===== config.mk =====
export PLATFORM = sky130hd
export DESIGN_NAME = txp_device_flat
export DESIGN_NICKNAME = d
export VERILOG_FILES = /design/src/txp_pkg.sv /design/src/txp_if.sv /design/src/txp_device.sv /design/src/flat_wrapper.sv
export SDC_FILE = /design/constraint.sdc
export NUM_CORES = 1
export LEC_CHECK = 0
export ABC_AREA = 1
export BUFFER_PORTS_ARGS = -buffer_cell sky130_fd_sc_hd__buf_2
export CORE_MARGIN = 2
export CORE_UTILIZATION = 58
export CTS_BUF_LIST = sky130_fd_sc_hd__clkbuf_8
export CTS_CLUSTER_DIAMETER = 40
export DETAILED_ROUTE_END_ITERATION = 10
export PLACE_DENSITY = 0.74
export REMOVE_ABC_BUFFERS = 1
export SETUP_SLACK_MARGIN = 0.3
export SLEW_MARGIN = 20
export SYNTH_ARGS = -nofsm -noshare
export SYNTH_HDL_FRONTEND = slang
export SYNTH_SLANG_ARGS = --single-unit

===== constraint.sdc =====
create_clock -name clk -period 2.3 [get_ports clk]
set_input_delay 0.345 -clock clk [delete_from_list [all_inputs] [get_ports clk]]
set_output_delay 0.345 -clock clk [all_outputs]
set_load 0.05 [all_outputs]

===== src/txp_pkg.sv =====
// Shared constants and types for the transmit command parser and its host controller
package txp_pkg;

    // ************************************************************
    // First command word fields
    // ************************************************************
    localparam int CA_IOC_BIT = 31;             // Completion notice request
    localparam int CA_ALIGN_LSB = 24;           // End alignment, two bits
    localparam int CA_OFS_LSB = 16;             // Start offset, six bits
    localparam int CA_FIRST_BIT = 13;           // First segment of packet
    localparam int CA_LAST_BIT = 12;            // Last segment of packet
    localparam int SIZE_LSB = 0;                // Byte count, eleven bits
    localparam logic [31:0] CA_KEEP_MASK = 32'h833F_37FF; // Defined bits of the first word

    // ************************************************************
    // Second command word fields
    // ************************************************************
    localparam int CB_TAG_LSB = 16;             // Packet tag, sixteen bits
    localparam int CB_CRC_DIS_BIT = 13;         // Suppress appended checksum
    localparam int CB_PAD_DIS_BIT = 12;         // Suppress short-frame padding
    localparam logic [31:0] CB_KEEP_MASK = 32'hFFFF_37FF; // Reserved bits forced to zero

    // ************************************************************
    // End alignment codes
    // ************************************************************
    localparam logic [1:0] ALIGN_4 = 2'h0;      // Four-byte boundary
    localparam logic [1:0] ALIGN_16 = 2'h1;     // Sixteen-byte boundary
    localparam logic [1:0] ALIGN_32 = 2'h2;     // Thirty-two-byte boundary

    // ************************************************************
    // Controller register map (word addresses) and status layout
    // ************************************************************
    localparam logic [2:0] REG_DATA = 3'h0;     // Push raw data word
    localparam logic [2:0] REG_CMDA = 3'h1;     // Push first command word
    localparam logic [2:0] REG_CMDB = 3'h2;     // Push second command word
    localparam logic [2:0] REG_STATUS = 3'h3;   // Sticky events, read only
    localparam logic [2:0] REG_CLEAR = 3'h4;    // Write one to clear, write only
    localparam logic [2:0] REG_ENABLE = 3'h5;   // Interrupt enables
    localparam int STS_ERR_BIT = 0;             // Length mismatch seen
    localparam int STS_LOADED_BIT = 1;          // Buffer completely taken
    localparam int STS_PEND_BIT = 8;            // Word still waiting for the device
    localparam logic [1:0] EVT_RESET = 2'h0;    // Status and enable after reset

    // ************************************************************
    // Parser states
    // ************************************************************
    typedef enum logic [3:0] {
        TXP_CMDA = 4'b0001,
        TXP_CMDB = 4'b0010,
        TXP_WORD = 4'b0100,
        TXP_EMIT = 4'b1000
    } txp_state_t;

endpackage : txp_pkg


===== src/txp_if.sv =====
// Word port between the host controller and the transmit command parser
`timescale 1ns/1ps
interface txp_if (
    input wire logic clk,
    input wire logic rst_n
);
    logic [31:0] wdata; // Command or data word from host
    logic wvalid; // Host offers a word
    logic wready; // Device takes the word this cycle
    logic err_pulse; // Packet length mismatch, one cycle
    logic loaded_pulse;     // Buffer fully taken with notice requested, one cycle

    modport dev (
        input wdata,
        input wvalid,
        output wready,
        output err_pulse,
        output loaded_pulse
    );

    modport host (
        output wdata,
        output wvalid,
        input wready,
        input err_pulse,
        input loaded_pulse
    );
endinterface : txp_if


===== src/txp_device.sv =====
// Transmit command parser: strips command words, offsets and filler, forwards payload bytes
//
// Summary of operation
// - Read byte count from first command word.
// - Discard filler words derived from count, alignment.
// - Flag error when summed counts mismatch length.
// - Copy packet tag into transmit status word.
// - Second word bit 13 suppresses checksum append.
// - Second word bit 12 suppresses short-frame padding.
// - Padding suppressed still forces checksum append.
// - Host gives payload total in length field.
// - Host zeroes reserved bits of second word.
// - Data starts after the leading command words.
// - Low offset bits select first byte lane.
// - Upper offset bits skip whole words first.
// - Unused trailing bytes are never forwarded.
// - Host pads buffer to chosen end boundary.
// - Alignment code: 4, 16, 32 bytes, reserved.
// - Second word present only on first segment.
`timescale 1ns/1ps
module txp_device (
    input wire logic clk,
    input wire logic rst_n,
    txp_if.dev port,
    output logic mtb_valid,
    input wire logic mtb_ready,
    output logic [7:0] mtb_data,
    output logic mtb_last,
    output logic mtb_add_crc,
    output logic mtb_add_pad,
    output logic stat_valid,
    output logic [31:0] stat_word
);

    // ************************************************************
    // Helper arithmetic
    // ************************************************************

    // Words a buffer occupies after its command words, filler included
    function automatic logic [11:0] buf_words(
        input logic [3:0] skip,
        input logic [1:0] lane,
        input logic [10:0] size,
        input logic [1:0] align
    );
        logic [12:0] bytes;
        logic [11:0] used;
        bytes = {2'h0, size} + {11'h000, lane};
        used = {1'b0, bytes[12:2]} + {8'h00, skip} + {11'h000, |bytes[1:0]};
        // Reserved code falls back to word alignment, the safe reading
        if (align == txp_pkg::ALIGN_16)
            buf_words = (used + 12'h003) & 12'hFFC;
        else if (align == txp_pkg::ALIGN_32)
            buf_words = (used + 12'h007) & 12'hFF8;
        else
            buf_words = used;
    endfunction : buf_words

    // ************************************************************
    // State and per-buffer registers
    // ************************************************************
    txp_pkg::txp_state_t st_r;      // Parser state
    txp_pkg::txp_state_t st_nxt;    // Next parser state
    logic [10:0] left_r;            // Payload bytes still to forward
    logic [1:0] lane_r;             // Lane of next byte in current word
    logic [3:0] skip_r;             // Whole words to drop before data
    logic [11:0] wcnt_r;            // Words taken for this buffer
    logic [11:0] wtot_r;            // Words the buffer occupies
    logic last_r;                   // Buffer closes its packet
    logic ioc_r;                    // Completion notice requested
    logic [11:0] run_r;             // Running byte sum of the packet
    logic [10:0] plen_r;            // Declared packet length
    logic [15:0] tag_r;             // Packet tag
    logic [31:0] word_r;            // Data word, shifted one byte per beat
    logic end_q_r;                  // Buffer finished in previous cycle

    // ************************************************************
    // Decode of the offered word
    // ************************************************************
    wire logic acc = port.wvalid & port.wready;                 // Word handshake
    wire logic [31:0] w = port.wdata;                           // Offered word
    wire logic [10:0] w_size = w[txp_pkg::SIZE_LSB +: 11];
    wire logic [5:0] w_ofs = w[txp_pkg::CA_OFS_LSB +: 6];       // Start offset
    wire logic [1:0] w_align = w[txp_pkg::CA_ALIGN_LSB +: 2];   // End alignment
    wire logic w_first = w[txp_pkg::CA_FIRST_BIT];              // First segment
    wire logic [11:0] w_tot = buf_words(w_ofs[5:2], w_ofs[1:0], w_size, w_align);
    wire logic in_a = (st_r == txp_pkg::TXP_CMDA);              // Expecting first word
    wire logic in_b = (st_r == txp_pkg::TXP_CMDB);              // Expecting second word
    wire logic in_w = (st_r == txp_pkg::TXP_WORD);              // Expecting data word
    wire logic in_e = (st_r == txp_pkg::TXP_EMIT);              // Forwarding bytes
    wire logic beat = in_e & mtb_ready;                         // Byte taken by MAC side
    wire logic word_out = beat & ((left_r == 11'h001) | (lane_r == 2'h3)); // Word exhausted
    wire logic last_word = ((wcnt_r + 12'h001) == wtot_r);      // Final word of buffer
    wire logic take = (wcnt_r >= {8'h00, skip_r}) & (left_r != 11'h000); // Word carries data

    // Buffer end in any of its four forms
    wire logic end_a = in_a & acc & ~w_first & (w_tot == 12'h000);
    wire logic end_b = in_b & acc & (wtot_r == 12'h000);
    wire logic end_w = in_w & acc & ~take & last_word;
    wire logic end_e = word_out & (wcnt_r == wtot_r);
    wire logic buf_end = end_a | end_b | end_w | end_e;

    // ************************************************************
    // Next-state selection
    // ************************************************************
    always_comb
    begin
        st_nxt = st_r;
        unique case (st_r)
            txp_pkg::TXP_CMDA:
            begin
                // Second word follows only when the first segment flag is set
                if (acc)
                    st_nxt = w_first ? txp_pkg::TXP_CMDB :
                        ((w_tot == 12'h000) ? txp_pkg::TXP_CMDA : txp_pkg::TXP_WORD);
            end
            txp_pkg::TXP_CMDB:
            begin
                // Data begins on the word after the second command word
                if (acc)
                    st_nxt = (wtot_r == 12'h000) ? txp_pkg::TXP_CMDA : txp_pkg::TXP_WORD;
            end
            txp_pkg::TXP_WORD:
            begin
                // Skipped and filler words are dropped, data words go out
                if (acc)
                    st_nxt = take ? txp_pkg::TXP_EMIT :
                        (last_word ? txp_pkg::TXP_CMDA : txp_pkg::TXP_WORD);
            end
            txp_pkg::TXP_EMIT:
            begin
                if (word_out)
                    st_nxt = (wcnt_r == wtot_r) ? txp_pkg::TXP_CMDA : txp_pkg::TXP_WORD;
            end
        endcase
    end

    // ************************************************************
    // State register
    // ************************************************************
    always_ff @(posedge clk or negedge rst_n)
    begin
        if (!rst_n)
            st_r <= txp_pkg::TXP_CMDA;
        else
            st_r <= st_nxt;
    end

    // ************************************************************
    // First command word capture and byte bookkeeping
    // ************************************************************
    always_ff @(posedge clk or negedge rst_n)
    begin
        if (!rst_n)
        begin
            left_r <= 11'h000;
            lane_r <= 2'h0;
            skip_r <= 4'h0;
            wtot_r <= 12'h000;
            last_r <= 1'b0;
            ioc_r <= 1'b0;
            run_r <= 12'h000;
        end
        else if (in_a & acc)
        begin
            left_r <= w_size;
            lane_r <= w_ofs[1:0];
            skip_r <= w_ofs[5:2];
            wtot_r <= w_tot;
            last_r <= w[txp_pkg::CA_LAST_BIT];
            ioc_r <= w[txp_pkg::CA_IOC_BIT];
            // A first segment restarts the sum, later ones add to it
            run_r <= w_first ? {1'b0, w_size} : run_r + {1'b0, w_size};
        end
        else if (beat)
        begin
            // Counting down the payload stops trailing bytes going out
            left_r <= left_r - 11'h001;
            lane_r <= lane_r + 2'h1;
        end
    end

    // ************************************************************
    // Word counter and data word shifter
    // ************************************************************
    always_ff @(posedge clk or negedge rst_n)
    begin
        if (!rst_n)
        begin
            wcnt_r <= 12'h000;
            word_r <= 32'h0000_0000;
        end
        else if (in_a & acc)
            wcnt_r <= 12'h000;
        else if (in_w & acc)
        begin
            wcnt_r <= wcnt_r + 12'h001;
            // Lane select: move the first wanted byte to the bottom
            if (take)
                word_r <= w >> {lane_r, 3'b000};
        end
        else if (beat)
            word_r <= {8'h00, word_r[31:8]};
    end

    // ************************************************************
    // Second command word capture
    // ************************************************************
    always_ff @(posedge clk or negedge rst_n)
    begin
        if (!rst_n)
        begin
            plen_r <= 11'h000;
            tag_r <= 16'h0000;
            mtb_add_crc <= 1'b1;
            mtb_add_pad <= 1'b1;
        end
        else if (in_b & acc)
        begin
            plen_r <= w[txp_pkg::SIZE_LSB +: 11];
            tag_r <= w[txp_pkg::CB_TAG_LSB +: 16];
            // Padding off forces the checksum on regardless of its own bit
            mtb_add_crc <= ~w[txp_pkg::CB_CRC_DIS_BIT] | w[txp_pkg::CB_PAD_DIS_BIT];
            mtb_add_pad <= ~w[txp_pkg::CB_PAD_DIS_BIT];
        end
    end

    // ************************************************************
    // Buffer close: status word, length check, completion notice
    // ************************************************************
    // Closing one cycle late lets the running sum settle first; the
    // next buffer's first word cannot change it before that edge.
    always_ff @(posedge clk or negedge rst_n)
    begin
        if (!rst_n)
        begin
            end_q_r <= 1'b0;
            stat_valid <= 1'b0;
            stat_word <= 32'h0000_0000;
        end
        else
        begin
            end_q_r <= buf_end;
            stat_valid <= end_q_r & last_r;
            if (end_q_r & last_r)
                stat_word <= {tag_r, 16'h0000};
        end
    end

    // ************************************************************
    // Outputs
    // ************************************************************
    assign port.wready = in_a | in_b | in_w;                    // Stalls while forwarding
    assign port.err_pulse = end_q_r & last_r & (run_r != {1'b0, plen_r});
    assign port.loaded_pulse = end_q_r & ioc_r;
    assign mtb_valid = in_e;
    assign mtb_data = word_r[7:0];
    assign mtb_last = in_e & last_r & (left_r == 11'h001);

endmodule : txp_device


===== src/flat_wrapper.sv =====
// flat-port wrapper written by rule: the top's interface ports become plain ports
module txp_device_flat 
  (clk, rst_n, mtb_valid, mtb_ready, mtb_data, mtb_last, mtb_add_crc, mtb_add_pad, stat_valid, stat_word, port_wdata, port_wvalid, port_wready, port_err_pulse, port_loaded_pulse);
  txp_if port_i (.clk(clk), .rst_n(rst_n));
  input wire logic clk;
  input wire logic rst_n;
  output logic mtb_valid;
  input wire logic mtb_ready;
  output logic [7:0] mtb_data;
  output logic mtb_last;
  output logic mtb_add_crc;
  output logic mtb_add_pad;
  output logic stat_valid;
  output logic [31:0] stat_word;
  input wire logic [$bits(port_i.wdata)-1:0] port_wdata;
  input wire logic [$bits(port_i.wvalid)-1:0] port_wvalid;
  output wire logic [$bits(port_i.wready)-1:0] port_wready;
  output wire logic [$bits(port_i.err_pulse)-1:0] port_err_pulse;
  output wire logic [$bits(port_i.loaded_pulse)-1:0] port_loaded_pulse;
  assign port_i.wdata = port_wdata;
  assign port_i.wvalid = port_wvalid;
  assign port_wready = port_i.wready;
  assign port_err_pulse = port_i.err_pulse;
  assign port_loaded_pulse = port_i.loaded_pulse;
  txp_device u_core (.clk(clk), .rst_n(rst_n), .port(port_i), .mtb_valid(mtb_valid), .mtb_ready(mtb_ready), .mtb_data(mtb_data), .mtb_last(mtb_last), .mtb_add_crc(mtb_add_crc), .mtb_add_pad(mtb_add_pad), .stat_valid(stat_valid), .stat_word(stat_word));
endmodule

# Yosys cells after proc, flatten, opt, wreduce, memory -nomap -nowiden
# Index checks and enable logic that the tools add are counted.
[totals]
elab_cells = 105
in_bits = 36
reg_bits = 138
[classes]
n_shift = 1
n_addsub = 9
n_bitwise = 29
reduce_logical = 9
n_lt_le_gt_ge = 1
n_eq_ne = 16
muxes = 23
[op_table]
columns = ["operator", "n"]
rows = [
  ["two-way mux 32 bit", 3],
  ["two-way mux 12 bit", 5],
  ["right shift 32 x 5 -> 32 bit", 1],
  ["== test 12 bit", 2],
  ["logical NOT 12 bit", 2],
  ["two-way mux 4 bit", 6],
  ["two-way mux 11 bit", 2],
  ["bitwise AND 1 bit", 18],
  ["one-hot mux 4 bit (4 select lines)", 1],
  ["adder 11 x 2 -> 12 bit", 1],
  ["adder 11 x 4 -> 12 bit", 1],
  ["adder 12 x 1 -> 12 bit", 1],
  ["adder 12 x 1 -> 12 bit, second input constant", 1],
  ["adder 12 x 11 -> 12 bit", 1],
  ["adder 12 x 2 -> 12 bit, second input constant", 1],
  ["adder 12 x 3 -> 12 bit, second input constant", 1],
  [">= comparator 12 x 4 -> 1 bit", 1],
  ["two-way mux 3 bit", 4],
  ["!= test 12 x 11 -> 1 bit", 1],
  ["== test 11 x 1 -> 1 bit, second input constant", 1],
  ["nonzero test 11 bit", 1],
  ["subtractor 11 x 1 -> 11 bit, second input constant", 1],
  ["!= test 2 x 1 -> 1 bit, second input constant", 4],
  ["bitwise OR 1 bit", 7],
  ["14 further kinds", 21],
]

# Longest topological paths before layout
# Gate-level depths: netlist of the first run.
[depth]
word_depth = 11
mapped_depth = 22
mapped_depth_nobuf = 22

# Worst setup path after synthesis of the first run
# OpenSTA, ideal clock, no wires.
[synth_path]
path_kind = "input -> register"
from = "input port_wdata[0]"
to = "register u_core.st_r[2]"
required_ns = 2.176
path_stages = 18
setup_ns = 0.124
setup_slack_ns = -1.097
path_buffers = 0
arrival_time_ns = 3.273
cell_sequence = "ha_1 -> fa_1 -> or2_2 -> fa_1 -> inv_1 -> fa_1 -> nand2_1 -> inv_1 -> a21boi_0 -> nand3_1 -> nand2_1 -> nand2_1 -> nor2_2 -> nand3_2 -> nand2_2 -> nand2_1 -> o21bai_1 -> a21oi_1"
[synth_between]
elab_chain_cells = 11
elab_cells_between_ends = 13
cone_classes = "5 x add/sub; 6 x mux; 2 x reduce/logical"
[synth_lines]
columns = ["item", "line_no", "text"]
rows = [
  ["start: declaration", "flat_wrapper.sv:15", "input wire logic [$bits(port_i.wdata)-1:0] port_wdata;"],
  ["adder 11 x 2 -> 12 bit *", "txp_device.sv:48", "bytes = {2'h0, size} + {11'h000, lane};"],
  ["adder 11 x 4 -> 12 bit / OR reduction 2 bit (equally long branches)", "txp_device.sv:49", "used = {1'b0, bytes[12:2]} + {8'h00, skip} + {11'h000, |bytes[1:0]};"],
  ["adder 12 x 1 -> 12 bit *", "txp_device.sv:49", ""],
  ["adder 12 x 3 -> 12 bit", "txp_device.sv:54", "buf_words = (used + 12'h007) & 12'hFF8;"],
  ["two-way mux 12 bit", "txp_device.sv:53", "else if (align == txp_pkg::ALIGN_32)"],
  ["two-way mux 12 bit *", "txp_device.sv:51", "if (align == txp_pkg::ALIGN_16)"],
  ["logical NOT 12 bit *", "txp_device.sv:115", "((w_tot == 12'h000) ? txp_pkg::TXP_CMDA : txp_pkg::TXP_WORD);"],
  ["two-way mux 3 bit *", "txp_device.sv:115", ""],
  ["two-way mux 4 bit *", "txp_device.sv:114", "st_nxt = w_first ? txp_pkg::TXP_CMDB :"],
  ["two-way mux 4 bit *", "txp_device.sv:113", "if (acc)"],
  ["one-hot mux 4 bit (4 select lines) *", "txp_device.sv:109", "unique case (st_r)"],
  ["end signal: assignment", "txp_device.sv:144", "st_r <= txp_pkg::TXP_CMDA;"],
  ["end signal: assignment", "txp_device.sv:146", "st_r <= st_nxt;"],
  ["end: declaration", "txp_device.sv:62", "txp_pkg::txp_state_t st_r;"],
]
# Every way passes the cells marked *; elsewhere a longest branch is shown, timed or not. The select of a mux whose other input is x is not followed.
# A chain may end at the register's enable or synchronous reset.

# Worst setup path after layout of the first run
[layout_path]
from = "input port_wdata[0]"
to = "register u_core.end_q_r"
[layout_between]
elab_chain_cells = 11
elab_cells_between_ends = 13
cone_classes = "5 x add/sub; 2 x mux; 4 x bitwise; 2 x reduce/logical"
[layout_lines]
columns = ["item", "line_no", "text"]
rows = [
  ["adder 11 x 2 -> 12 bit *", "txp_device.sv:48", ""],
  ["adder 11 x 4 -> 12 bit / OR reduction 2 bit (equally long branches)", "txp_device.sv:49", ""],
  ["adder 12 x 1 -> 12 bit *", "txp_device.sv:49", ""],
  ["adder 12 x 3 -> 12 bit", "txp_device.sv:54", ""],
  ["two-way mux 12 bit", "txp_device.sv:53", ""],
  ["two-way mux 12 bit *", "txp_device.sv:51", ""],
  ["logical NOT 12 bit *", "txp_device.sv:97", "wire logic end_a = in_a & acc & ~w_first & (w_tot == 12'h000);"],
  ["bitwise AND 1 bit *", "txp_device.sv:97", ""],
  ["bitwise OR 1 bit * (3 in a row)", "txp_device.sv:101", "wire logic buf_end = end_a | end_b | end_w | end_e;"],
  ["net u_core.buf_end", "txp_device.sv:101", ""],
  ["end signal: assignment", "txp_device.sv:243", "end_q_r <= buf_end;"],
  ["end: declaration", "txp_device.sv:75", "logic end_q_r;"],
]
# The timed path passes the listed nets; every way through them passes the cells marked *.

==> results of run 1 <==
path summary, 6_finish.rpt:
check	startpoint	to	slack, ns
max	port_wdata[0]	u_core.end_q_r	-0.75
min	port_wdata[30]	u_core.tag_r[14]	0.11
max reg2reg	u_core.skip_r[0]	u_core.word_r[5]	0.09
min reg2reg	u_core.mtb_add_crc	u_core.mtb_add_crc	0.48
max in group asynchronous	rst_n	u_core.st_r[0]	1.21
min in group asynchronous	rst_n	u_core.stat_word[17]	0.38
cells by family after synthesis:
group	share of synthesized area, %
adder cells (fa/ha/maj)	4.45
flip-flops	40.4
AO/OA/AOI/OAI	16.5
XOR/XNOR	3.79
buffers and inverters	10.4
other	0.0439
multiplexers	0.117
AND/OR/NAND/NOR	24.2
flip-flops by register name (all words and copies together), names as in the netlist, 2 cells and up:
register,cells
u_core.stat_word,16
u_core.run_r,12
u_core.word_r,32
u_core.wcnt_r,12
u_core.skip_r,4
u_core.st_r,4
u_core.tag_r,16
u_core.lane_r,2
u_core.plen_r,11
u_core.wtot_r,12
u_core.left_r,11
what timing repair did:
action	in CTS	in global routing
setup endpoints to repair	61	74
pin swaps	45	57
hold endpoints to repair	45	0
buffers inserted	17	8
hold buffers	1	0
cloned	6	1
resized for setup	144	97
worst min-delay path, cell delays in order:
cell and delay [ns]:
buf_2 0.09, nand2_1 0.04, o21ai_0 0.05
metrics by stage:
| step | power, mW | hold WS [ns] |
|---|---|---|
| 2_1_floorplan | 8.15 | 0.0494 |
| 3_3_place_gp | 9.65 | 0.314 |
| 3_5_place_dp | 9.81 | 0.320 |
| 4_1_cts | 13.1 | 0.0980 |
| 5_1_grt | 15.0 | 0.104 |
| 6_report | 14.1 | 0.112 |
cell usage in the layout, fill, tap and decap left out, types with 7 or more instances in the layout:
cell / synthesis / layout
clkbuf_8: 0 / 17
o21ai_1: 7 / 12
nor2_1: 106 / 74
a21oi_1: 50 / 33
conb_1: 1 / 16
inv_2: 3 / 15
dfrtp_1: 135 / 133
nor2_4: 5 / 34
nand2_2: 8 / 20
xnor2_1: 13 / 13
ha_1: 24 / 16
nor2_2: 10 / 13
buf_2: 8 / 60
nand3_1: 60 / 43
o221ai_1: 9 / 9
nand3_2: 2 / 15
nor3_1: 12 / 9
buf_12: 0 / 7
nand4_1: 9 / 9
nand2_1: 254 / 236
o21ai_2: 0 / 11
inv_1: 143 / 129
o22ai_1: 11 / 11
ha_4: 0 / 7
a21oi_2: 1 / 17
buf_6: 0 / 20
o21ai_0: 97 / 81
buf_4: 26 / 63
xor2_1: 24 / 22
a31oi_1: 19 / 16
o211ai_1: 20 / 20
cell type report:
cell class | instances | area [µm²] | area share (%)
Clock inverter | 15 | 173 | 1.57
Multi-Input combinational cell | 804 | 5020 | 45.5
Timing Repair Buffer | 159 | 1350 | 12.3
Sequential cell | 138 | 3460 | 31.4
Tap cell | 184 | 230 | 2.09
Inverter | 146 | 557 | 5.05
Clock buffer | 17 | 234 | 2.12
metal layers:
metal | routed length (µm) | track usage (%)
met3 | 2080 | 8.52
met2 | 12300 | 52.2
met1 | 10400 | 40.2
met5 | 0 | 0
met4 | 1120 | 15.4
power by group:
part / total [mW] / switching [mW] / internal (mW)
clock: 2.11 / 1.03 / 1.07
sequential: 4.28 / 0.842 / 3.44
combinational: 7.69 / 4.62 / 3.07
total: 14.1 / 6.49 / 7.58
==> impl_metrics.toml, run 1 <==
[outcome]
status = "finished with violations"
violations = "negative setup slack"

[logic_synthesis]
ys_top_cells_by_count = "254 x nand2_1, 143 x inv_1, 135 x dfrtp_1"
synth_top_area_share_pct = 39.5
avgSynthCellArea_um2 = 7.53
netlist_area_um2 = 8550
ys.flop_type = "dfrtp_1"
synth_warnings = 0
synth_edf_count = 0
synth_top_cell_by_area = "dfrtp_1"
ys_ff_latch = 138
synth_cell_types = 49
synth-seq-area-share_pct = 40.4
synthTopCellsByArea = "dfrtp_1 40%, nand2_1 11%, inv_1 6.3%, o21ai_0 5.7%, nor2_1 4.7%"
async_flop_share_pct = 100
netlist_instances = 1136
yosysMostFrequentCell = "nand2_1"

[cts]
cts_sinks = 138
h-tree-depth = 4
clockBufferDepth = 2
path_clk_slew_ns = 0.08
cts_made_buffers = 17
cts_tree = "built"
root_buffer = "clkbuf_8"
insertion_delay_ns = 0.46

[route]
first_pass_iters = 6
wl_per_cell_um = 17.7
vias = 8490
drcViolationCount = 0
drt_wl_total_um = 25900
initialDrtViolationCount = 726
viasPerCell = 5.80
ant_nets = 0

[worst_setup_path]
end_kind = "flop"
path_depth = 20
crit_family = "adder cells"
crit_fanout = 4
critPathBufInv = 4
r2r_cells = 12
critical-path-max-stage-delay_ns = 0.43
setup.worst_path.start_class = "primary input"
path_class = "in2reg"
cp_slowest_cell = "fa_1"
worst_path_most_repeated_cell = "nand2_2"
crit_chain = "buf_8 -> ha_4 -> fa_2 -> or2_4 -> fa_2 -> inv_2 -> fa_1 -> nand2_2 -> nand3_2 -> inv_2 -> nand4_1 -> nand2_2 -> nand2_4 -> nor2_4 -> nand2_1 -> nand2_2 -> nand2_4 -> buf_4 -> nand4_1 -> nand3_1"
worstPathRequired_ns = 2.64
crit_arrival_ns = 3.39

[floorplan]
die_area_um2 = 15700
die_x_um = 125
rows = 44
ioPinCount = 84
die_h_um = 125
core-area_um2 = 14500
initial_core_util_pct = 59.0

[place]
gp_congestion = 0.937
port_buffers = 67
placed_area_um2 = 9330
place_ws_ns = -1.54
place_inst = 1398
dp_hpwl_um = 16300

[grt]
overflow = 0
grt.total_usage_pct = 32.1
grt_pass1_wl_um = 40000
antenna_found_initial = 0
grt_pass1_vias = 8014
grt_max_degree = 50

[sta]
rsz0062_at_grt = "yes"
setup_viol = 11
fin_crit_sh_pct = 133
slew_headroom_pct = 60.6
fin_ws_ns = -0.749
fin_worst_skew_ns = 0.0189
setup-tns-final_ns = -6.51
hold_viol = 0
slew_violations = 0
tightestPinTransition_ns = 0.590
max_clock_freq_mhz = 328
period_needed_ns = 3.05

[power_and_ir_drop]
ir_worst_vdd_v = 0.000704
p_leak_nw = 5.27
power.density_nw_per_um2 = 1280

[min_path]
hold_path_class = "in2reg"
hold_depth = 3

[cells_and_area]
fill_cells = 1061
final_cell_count_no_fill = 1463
diodes = 0
nets = 1330
finalInstanceArea_um2 = 11000
syn2layout_area_growth_pct = 29.0
drive_above_1_share_pct = 28.7
finalCoreUtilization_pct = 76.2

[flow_run]
max-cap-violations = 0
Note: power is estimated with default switching activity, not from simulation.
==> run 2: changes to the inputs <==
--- a/config.mk
+++ b/config.mk
@@ -7,12 +7,15 @@
 export LEC_CHECK = 0
 export ABC_AREA = 1
 export BUFFER_PORTS_ARGS = -buffer_cell sky130_fd_sc_hd__buf_2
+export CELL_PAD_IN_SITES_DETAIL_PLACEMENT = 2
+export CELL_PAD_IN_SITES_GLOBAL_PLACEMENT = 2
+export CORE_ASPECT_RATIO = 1.2
 export CORE_MARGIN = 2
-export CORE_UTILIZATION = 58
+export CORE_UTILIZATION = 36
 export CTS_BUF_LIST = sky130_fd_sc_hd__clkbuf_8
 export CTS_CLUSTER_DIAMETER = 40
 export DETAILED_ROUTE_END_ITERATION = 10
-export PLACE_DENSITY = 0.74
+export PLACE_DENSITY = 0.79
 export REMOVE_ABC_BUFFERS = 1
 export SETUP_SLACK_MARGIN = 0.3
 export SLEW_MARGIN = 20
==> run 2 against run 1 <==
The flow still finishes with violations (negative setup slack). Routed wire length grew 110%. Clock power grew 12%. First-iteration DRC count shrank 9.5%. Critical path depth grew 1. Worst hold slack lost 0.020 ns. Combinational power grew 38%. Non-clock buffer count grew 45. Clock skew grew 0.0015 ns. Clock-buffer cell count grew 1. Highest routed layer unchanged.
==> impl_metrics.toml, run 2 (synthesized netlist as in run 1, its figures left out) <==
[outcome]
status = "finished with violations"
violations = "negative setup slack"

[grt]
grt_pass1_vias = 10800
grt_max_degree = 45
grt.total_usage_pct = 35.0
grt_pass1_wl_um = 65600
antenna_found_initial = 0
overflow = 0

[cts]
clockBufferDepth = 2
h-tree-depth = 4
cts_tree = "built"
path_clk_slew_ns = 0.10
root_buffer = "clkbuf_8"
cts_made_buffers = 17
insertion_delay_ns = 0.50
cts_sinks = 138

[sta]
hold_viol = 0
setup_viol = 49
period_needed_ns = 3.59
hold-worst-slack_ns = 0.0915
rsz0062_at_grt = "yes"
slew_violations = 0
fin_crit_sh_pct = 156
slew_headroom_pct = 58.3
fin_worst_skew_ns = 0.0204
fin_ws_ns = -1.29
max_clock_freq_mhz = 278
tightestPinTransition_ns = 0.619

[floorplan]
die_x_um = 145
die_area_um2 = 25000
initial_core_util_pct = 36.7
rows = 61
die_h_um = 173
core-area_um2 = 23300
ioPinCount = 84

[route]
vias = 10100
initialDrtViolationCount = 657
first_pass_iters = 5
ant_nets = 0
drt_wl_total_um = 53700
wl_per_cell_um = 32.7
drcViolationCount = 0
viasPerCell = 6.18

[worst_setup_path]
setup.worst_path.start_class = "primary input"
crit_chain = "buf_8 -> ha_4 -> fa_2 -> or2_4 -> fa_2 -> inv_2 -> fa_2 -> nand2_2 -> nand3_2 -> inv_2 -> nand3_4 -> nand2_2 -> nand2_1 -> nand2_1 -> nand2_2 -> nor2_1 -> nand2_1 -> nor2_4 -> nand2_1 -> o21bai_1 -> a21oi_1"
critical-path-max-stage-delay_ns = 0.44
crit_arrival_ns = 3.94
crit_fanout = 3
worst_path_most_repeated_cell = "nand2_1"
path_class = "in2reg"
cp_slowest_cell = "fa_2"
worstPathRequired_ns = 2.65
end_kind = "flop"
critPathBufInv = 3
crit_family = "simple AND/OR/NAND/NOR gates"

[cells_and_area]
top_register = "u_core.word_r"
final_common_cell = "nand2_1"
regArea_um2 = 3460
syn2layout_area_growth_pct = 41.9
final_cell_count_no_fill = 1640
diodes = 0
nets = 1376
multiInputGateArea_um2 = 5470
drive_above_1_share_pct = 36.1
largest_register_ff_count = 32
layout_common_cells = "222 x nand2_1, 131 x dfrtp_1, 125 x inv_1"
fill_cells = 2510
top_regs = "u_core.word_r: 32 flops, u_core.stat_word: 16 flops, u_core.tag_r: 16 flops"

[place]
port_buffers = 67
dp_hpwl_um = 22700
place_inst = 1547
gp_congestion = 0.811

[power_and_ir_drop]
p_leak_nw = 5.59
ir_worst_vdd_v = 0.000615
power.density_nw_per_um2 = 1460

[min_path]
hold_path_class = "in2reg"

[flow_run]
max-cap-violations = 0
-- run 2: cell count changes in the layout (fill, tap and decap cells not counted), sizes merged --
cell / change
clkinvlp: +1
bufinv: -1
inv: +4
buf: +46
clkinv: -4
-- run 2: per-stage QoR --
step | area, µm² | setup slack (ns) | util, % | power [mW] | TNS [ns]
6_report | 12100 | -1.29 | 52.1 | 17.7 | -18.04
3_3_place_gp | 9650 | -1.52 | 41.4 | 10.0 | -14.64
2_1_floorplan | 8260 | -1.10 | - | 8.15 | -47.40
3_5_place_dp | 9650 | -1.66 | 41.4 | 10.4 | -17.34
4_1_cts | 11300 | -0.774 | 48.6 | 14.7 | -6.23
5_1_grt | 12100 | -1.45 | 52.1 | 18.1 | -21.74
-- run 2: what timing repair did --
item                       CTS  global route
gates cloned                 8             1
buffers inserted            31            20
setup endpoints to repair   66            77
hold buffers                 1             0
pin swaps                   56            45
resized for setup          197           156
hold endpoints to repair    41             0
-- run 2: worst paths after layout --
check	from	end	slack (ns)	cells past startpoint
worst min-delay path	port_wdata[31]	u_core.tag_r[15]	0.09	3
worst min register to register	u_core.stat_word[31]	u_core.stat_word[31]	0.49	2
min in group asynchronous	rst_n	u_core.stat_valid	0.37	2
max in group asynchronous	rst_n	u_core.mtb_add_crc	1.17	3
worst max register to register	u_core.wcnt_r[0]	u_core.st_r[0]	-0.49	14
worst max-delay path	port_wdata[0]	u_core.st_r[2]	-1.29	21
-- run 2: report_power, final --
| part | total, mW | internal, mW | switching [mW] |
|---|---|---|---|
| clock network | 2.37 | 1.04 | 1.33 |
| registers | 4.69 | 3.44 | 1.25 |
| logic | 10.6 | 3.84 | 6.80 |
-- run 2: metal layers --
metal	track usage, %	vias to the layer above	part of all wire (%)
met5	0	-	0
met4	18.9	0	8.7
met3	5.12	291	5.3
met2	61.7	594	51
met1	40.2	5214	35
li1	-	4040	-
-- run 2: final cells by class --
type                            instances  share of cell area, %
Clock inverter                         14                   1.43
Sequential cell                       138                   28.5
Clock buffer                           18                   2.04
Timing Repair Buffer                  204                   14.9
Tap cell                              315                   3.25
Timing Repair inverter                  1                 0.0619
Inverter                              146                   4.62
Multi-Input combinational cell        804                   45.1
-- run 2: worst register-to-register path, stage by stage (launching register included) --
cell and delay [ns]:
dfrtp_1 0.41, buf_4 0.17, ha_1 0.22, nand2_1 0.11, nor2_1 0.25, nand2_1 0.21, nand2_1 0.12, o21ai_0 0.12
nor3_1 0.20, nand2_1 0.08, nor2_1 0.21, nand3_1 0.19, nand3_1 0.13, nor2_1 0.08, a21oi_2 0.19
==> run 3: changes to the inputs <==
--- a/config.mk
+++ b/config.mk
@@ -9,7 +9,7 @@
 export BUFFER_PORTS_ARGS = -buffer_cell sky130_fd_sc_hd__buf_2
 export CELL_PAD_IN_SITES_DETAIL_PLACEMENT = 2
 export CELL_PAD_IN_SITES_GLOBAL_PLACEMENT = 2
-export CORE_ASPECT_RATIO = 1.2
+export CORE_ASPECT_RATIO = 1.1
 export CORE_MARGIN = 2
 export CORE_UTILIZATION = 36
 export CTS_BUF_LIST = sky130_fd_sc_hd__clkbuf_8
==> run 3 against run 2 <==
The flow still finishes with violations (negative setup slack). Global-route usage shrank 0.99 points. Core utilization shrank 1.4 points. Power shrank 5.4%. Clock power shrank 8%. Register-to-register slack gained 0.32 ns. Routed wire length shrank 8.2%. Non-clock buffer count is the same. Sequential cell count is the same. Largest cell class unchanged.
==> impl_metrics.toml, run 3 (synthesized netlist as in run 1, its figures left out) <==
[outcome]
status = "finished with violations"
violations = "negative setup slack"

[cts]
clockBufferDepth = 2
cts_made_buffers = 17
insertion_delay_ns = 0.54
cts_sinks = 138
h-tree-depth = 4
root_buffer = "clkbuf_8"
path_clk_slew_ns = 0.10
cts_tree = "built"

[worst_setup_path]
end_kind = "flop"
crit_fanout = 5
worst_path_most_repeated_cell = "nand2_1"
cp_slowest_cell = "fa_2"
path_class = "in2reg"
crit_arrival_ns = 3.78
worstPathRequired_ns = 2.74
setup.worst_path.start_class = "primary input"
crit_family = "simple AND/OR/NAND/NOR gates"
crit_chain = "buf_8 -> ha_4 -> fa_2 -> buf_4 -> inv_1 -> nor2_4 -> xor2_1 -> inv_1 -> ha_4 -> nand3_1 -> nand3_1 -> nand2_4 -> nand2_2 -> nand2_1 -> nand2_1 -> nand2_2 -> inv_2 -> nand2_1 -> nand2_1 -> nand2_2 -> nor2_4 -> nand4_1 -> a21oi_2"
critical-path-max-stage-delay_ns = 0.38
critPathBufInv = 5

[min_path]
hold_path_class = "in2reg"

[sta]
setup-tns-final_ns = -10.53
period_needed_ns = 3.34
setup_viol = 39
fin_ws_ns = -1.04
slew_headroom_pct = 49.6
rsz0062_at_grt = "yes"
tightestPinTransition_ns = 0.748
fin_worst_skew_ns = 0.0367
hold_viol = 0
slew_violations = 0
fin_crit_sh_pct = 145
max_clock_freq_mhz = 299

[floorplan]
die_area_um2 = 25000
die_h_um = 166
ioPinCount = 84
core-area_um2 = 23500
die_x_um = 151
rows = 59
initial_core_util_pct = 36.4

[grt]
grt_max_degree = 53
overflow = 0
grt_pass1_wl_um = 63800
grt_pass1_vias = 10600
antenna_found_initial = 0
grt.total_usage_pct = 34.0

[route]
viasPerCell = 6.03
first_pass_iters = 5
vias = 9816
initialDrtViolationCount = 692
drcViolationCount = 0
ant_nets = 0
wl_per_cell_um = 30.2
drt_wl_total_um = 49300

[place]
port_buffers = 67
gp_congestion = 0.827
dp_hpwl_um = 22800
place_ws_ns = -1.65
placed_area_um2 = 9620

[power_and_ir_drop]
clockPowerShare_pct = 13.0
switching_share_pct = 52.4
seq_power_share_pct = 27.0
p_leak_nw = 5.53
power.density_nw_per_um2 = 1410
ir_worst_vdd_v = 0.000593
p_sw_mw = 8.77
internal_power_mw = 7.97
pwr-share-comb_pct = 60.0

[flow_run]
max-cap-violations = 0

[cells_and_area]
top_register = "u_core.word_r"
largest_register_ff_count = 32
final_common_cell = "nand2_1"
syn2layout_area_growth_pct = 39.3
fill_cells = 2548
finalCoreUtilization_pct = 50.7
layout_common_cells = "221 x nand2_1, 133 x dfrtp_1, 126 x inv_1"
top_regs = "u_core.word_r: 32 flops, u_core.stat_word: 16 flops, u_core.tag_r: 16 flops"
nets = 1375
drive_above_1_share_pct = 35.0
diodes = 0
finalInstanceArea_um2 = 11900
run 3: cell types whose count changed in the layout (fill, tap and decap cells not counted), sizes merged:
| cell | before | now |
|---|---|---|
| bufinv | 2 | 0 |
| clkbuf | 18 | 17 |
| clkinv | 2 | 5 |
| inv | 153 | 152 |
run 3: routing by layer:
| layer | part of all wire [%] | routed length, µm | vias up | GRT usage, % |
|---|---|---|---|---|
| li1 | - | - | 4048 | - |
| met1 | 37 | 18300 | 5060 | 38.7 |
| met2 | 51 | 24900 | 480 | 59.7 |
| met3 | 4.9 | 2390 | 228 | 5.34 |
| met4 | 7.4 | 3640 | 0 | 19.3 |
| met5 | 0 | 0 | - | 0 |
run 3: repair_timing:
item | in CTS | in global routing
hold buffers | 1 | 0
buffers inserted | 33 | 18
setup endpoints to repair | 63 | 70
gates resized for setup | 192 | 120
endpoints found under the hold margin | 46 | 0
pin swaps | 45 | 58
cloned | 8 | 0
run 3: through the flow:
stage          power (mW)  hold slack (ns)  std cells
2_1_floorplan        8.15           0.0494       1088
4_1_cts              14.3           0.0733       1611
5_1_grt              17.4           0.0916       1629
3_5_place_dp         10.4            0.334       1537
3_3_place_gp         10.0            0.339       1537
6_report             16.7           0.0744       1629
run 3: cell type report:
cell class / instances / area (µm²) / area share (%)
Timing Repair Buffer: 204 / 1780 / 14.9
Inverter: 146 / 559 / 4.70
Clock inverter: 15 / 138 / 1.16
Clock buffer: 17 / 234 / 1.97
Tap cell: 305 / 382 / 3.21
Multi-Input combinational cell: 804 / 5360 / 45.0
Sequential cell: 138 / 3460 / 29.1
run 3: path summary, 6_finish.rpt:
path | endpoint | from | depth (start not counted) | slack (ns)
worst min register to register | u_core.stat_word[31] | u_core.stat_word[31] | 2 | 0.49
worst max-delay path | u_core.st_r[0] | port_wdata[0] | 23 | -1.04
max in group asynchronous | u_core.st_r[0] | rst_n | 3 | 1.21
worst min-delay path | u_core.tag_r[15] | port_wdata[31] | 3 | 0.07
worst max register to register | u_core.word_r[2] | u_core.left_r[0] | 12 | -0.17
min in group asynchronous | u_core.tag_r[4] | rst_n | 2 | 0.34
run 3: worst min-delay path: cells and delay by family:
family | cells | cell delay (ns)
compound gates | 1 | 0.06
buf+inv | 1 | 0.10
simple gates | 1 | 0.05
run 3: power groups by stage:
stage / sequential [mW] / combinational, mW / clock, mW
final: 4.52 / 10.0 / 2.18
after detailed placement: 4.19 / 6.18 / 0
after CTS: 4.26 / 8.05 / 2.02
after floorplan: 4.61 / 3.54 / 0
after global placement: 4.13 / 5.89 / 0
after global routing: 4.57 / 10.6 / 2.25
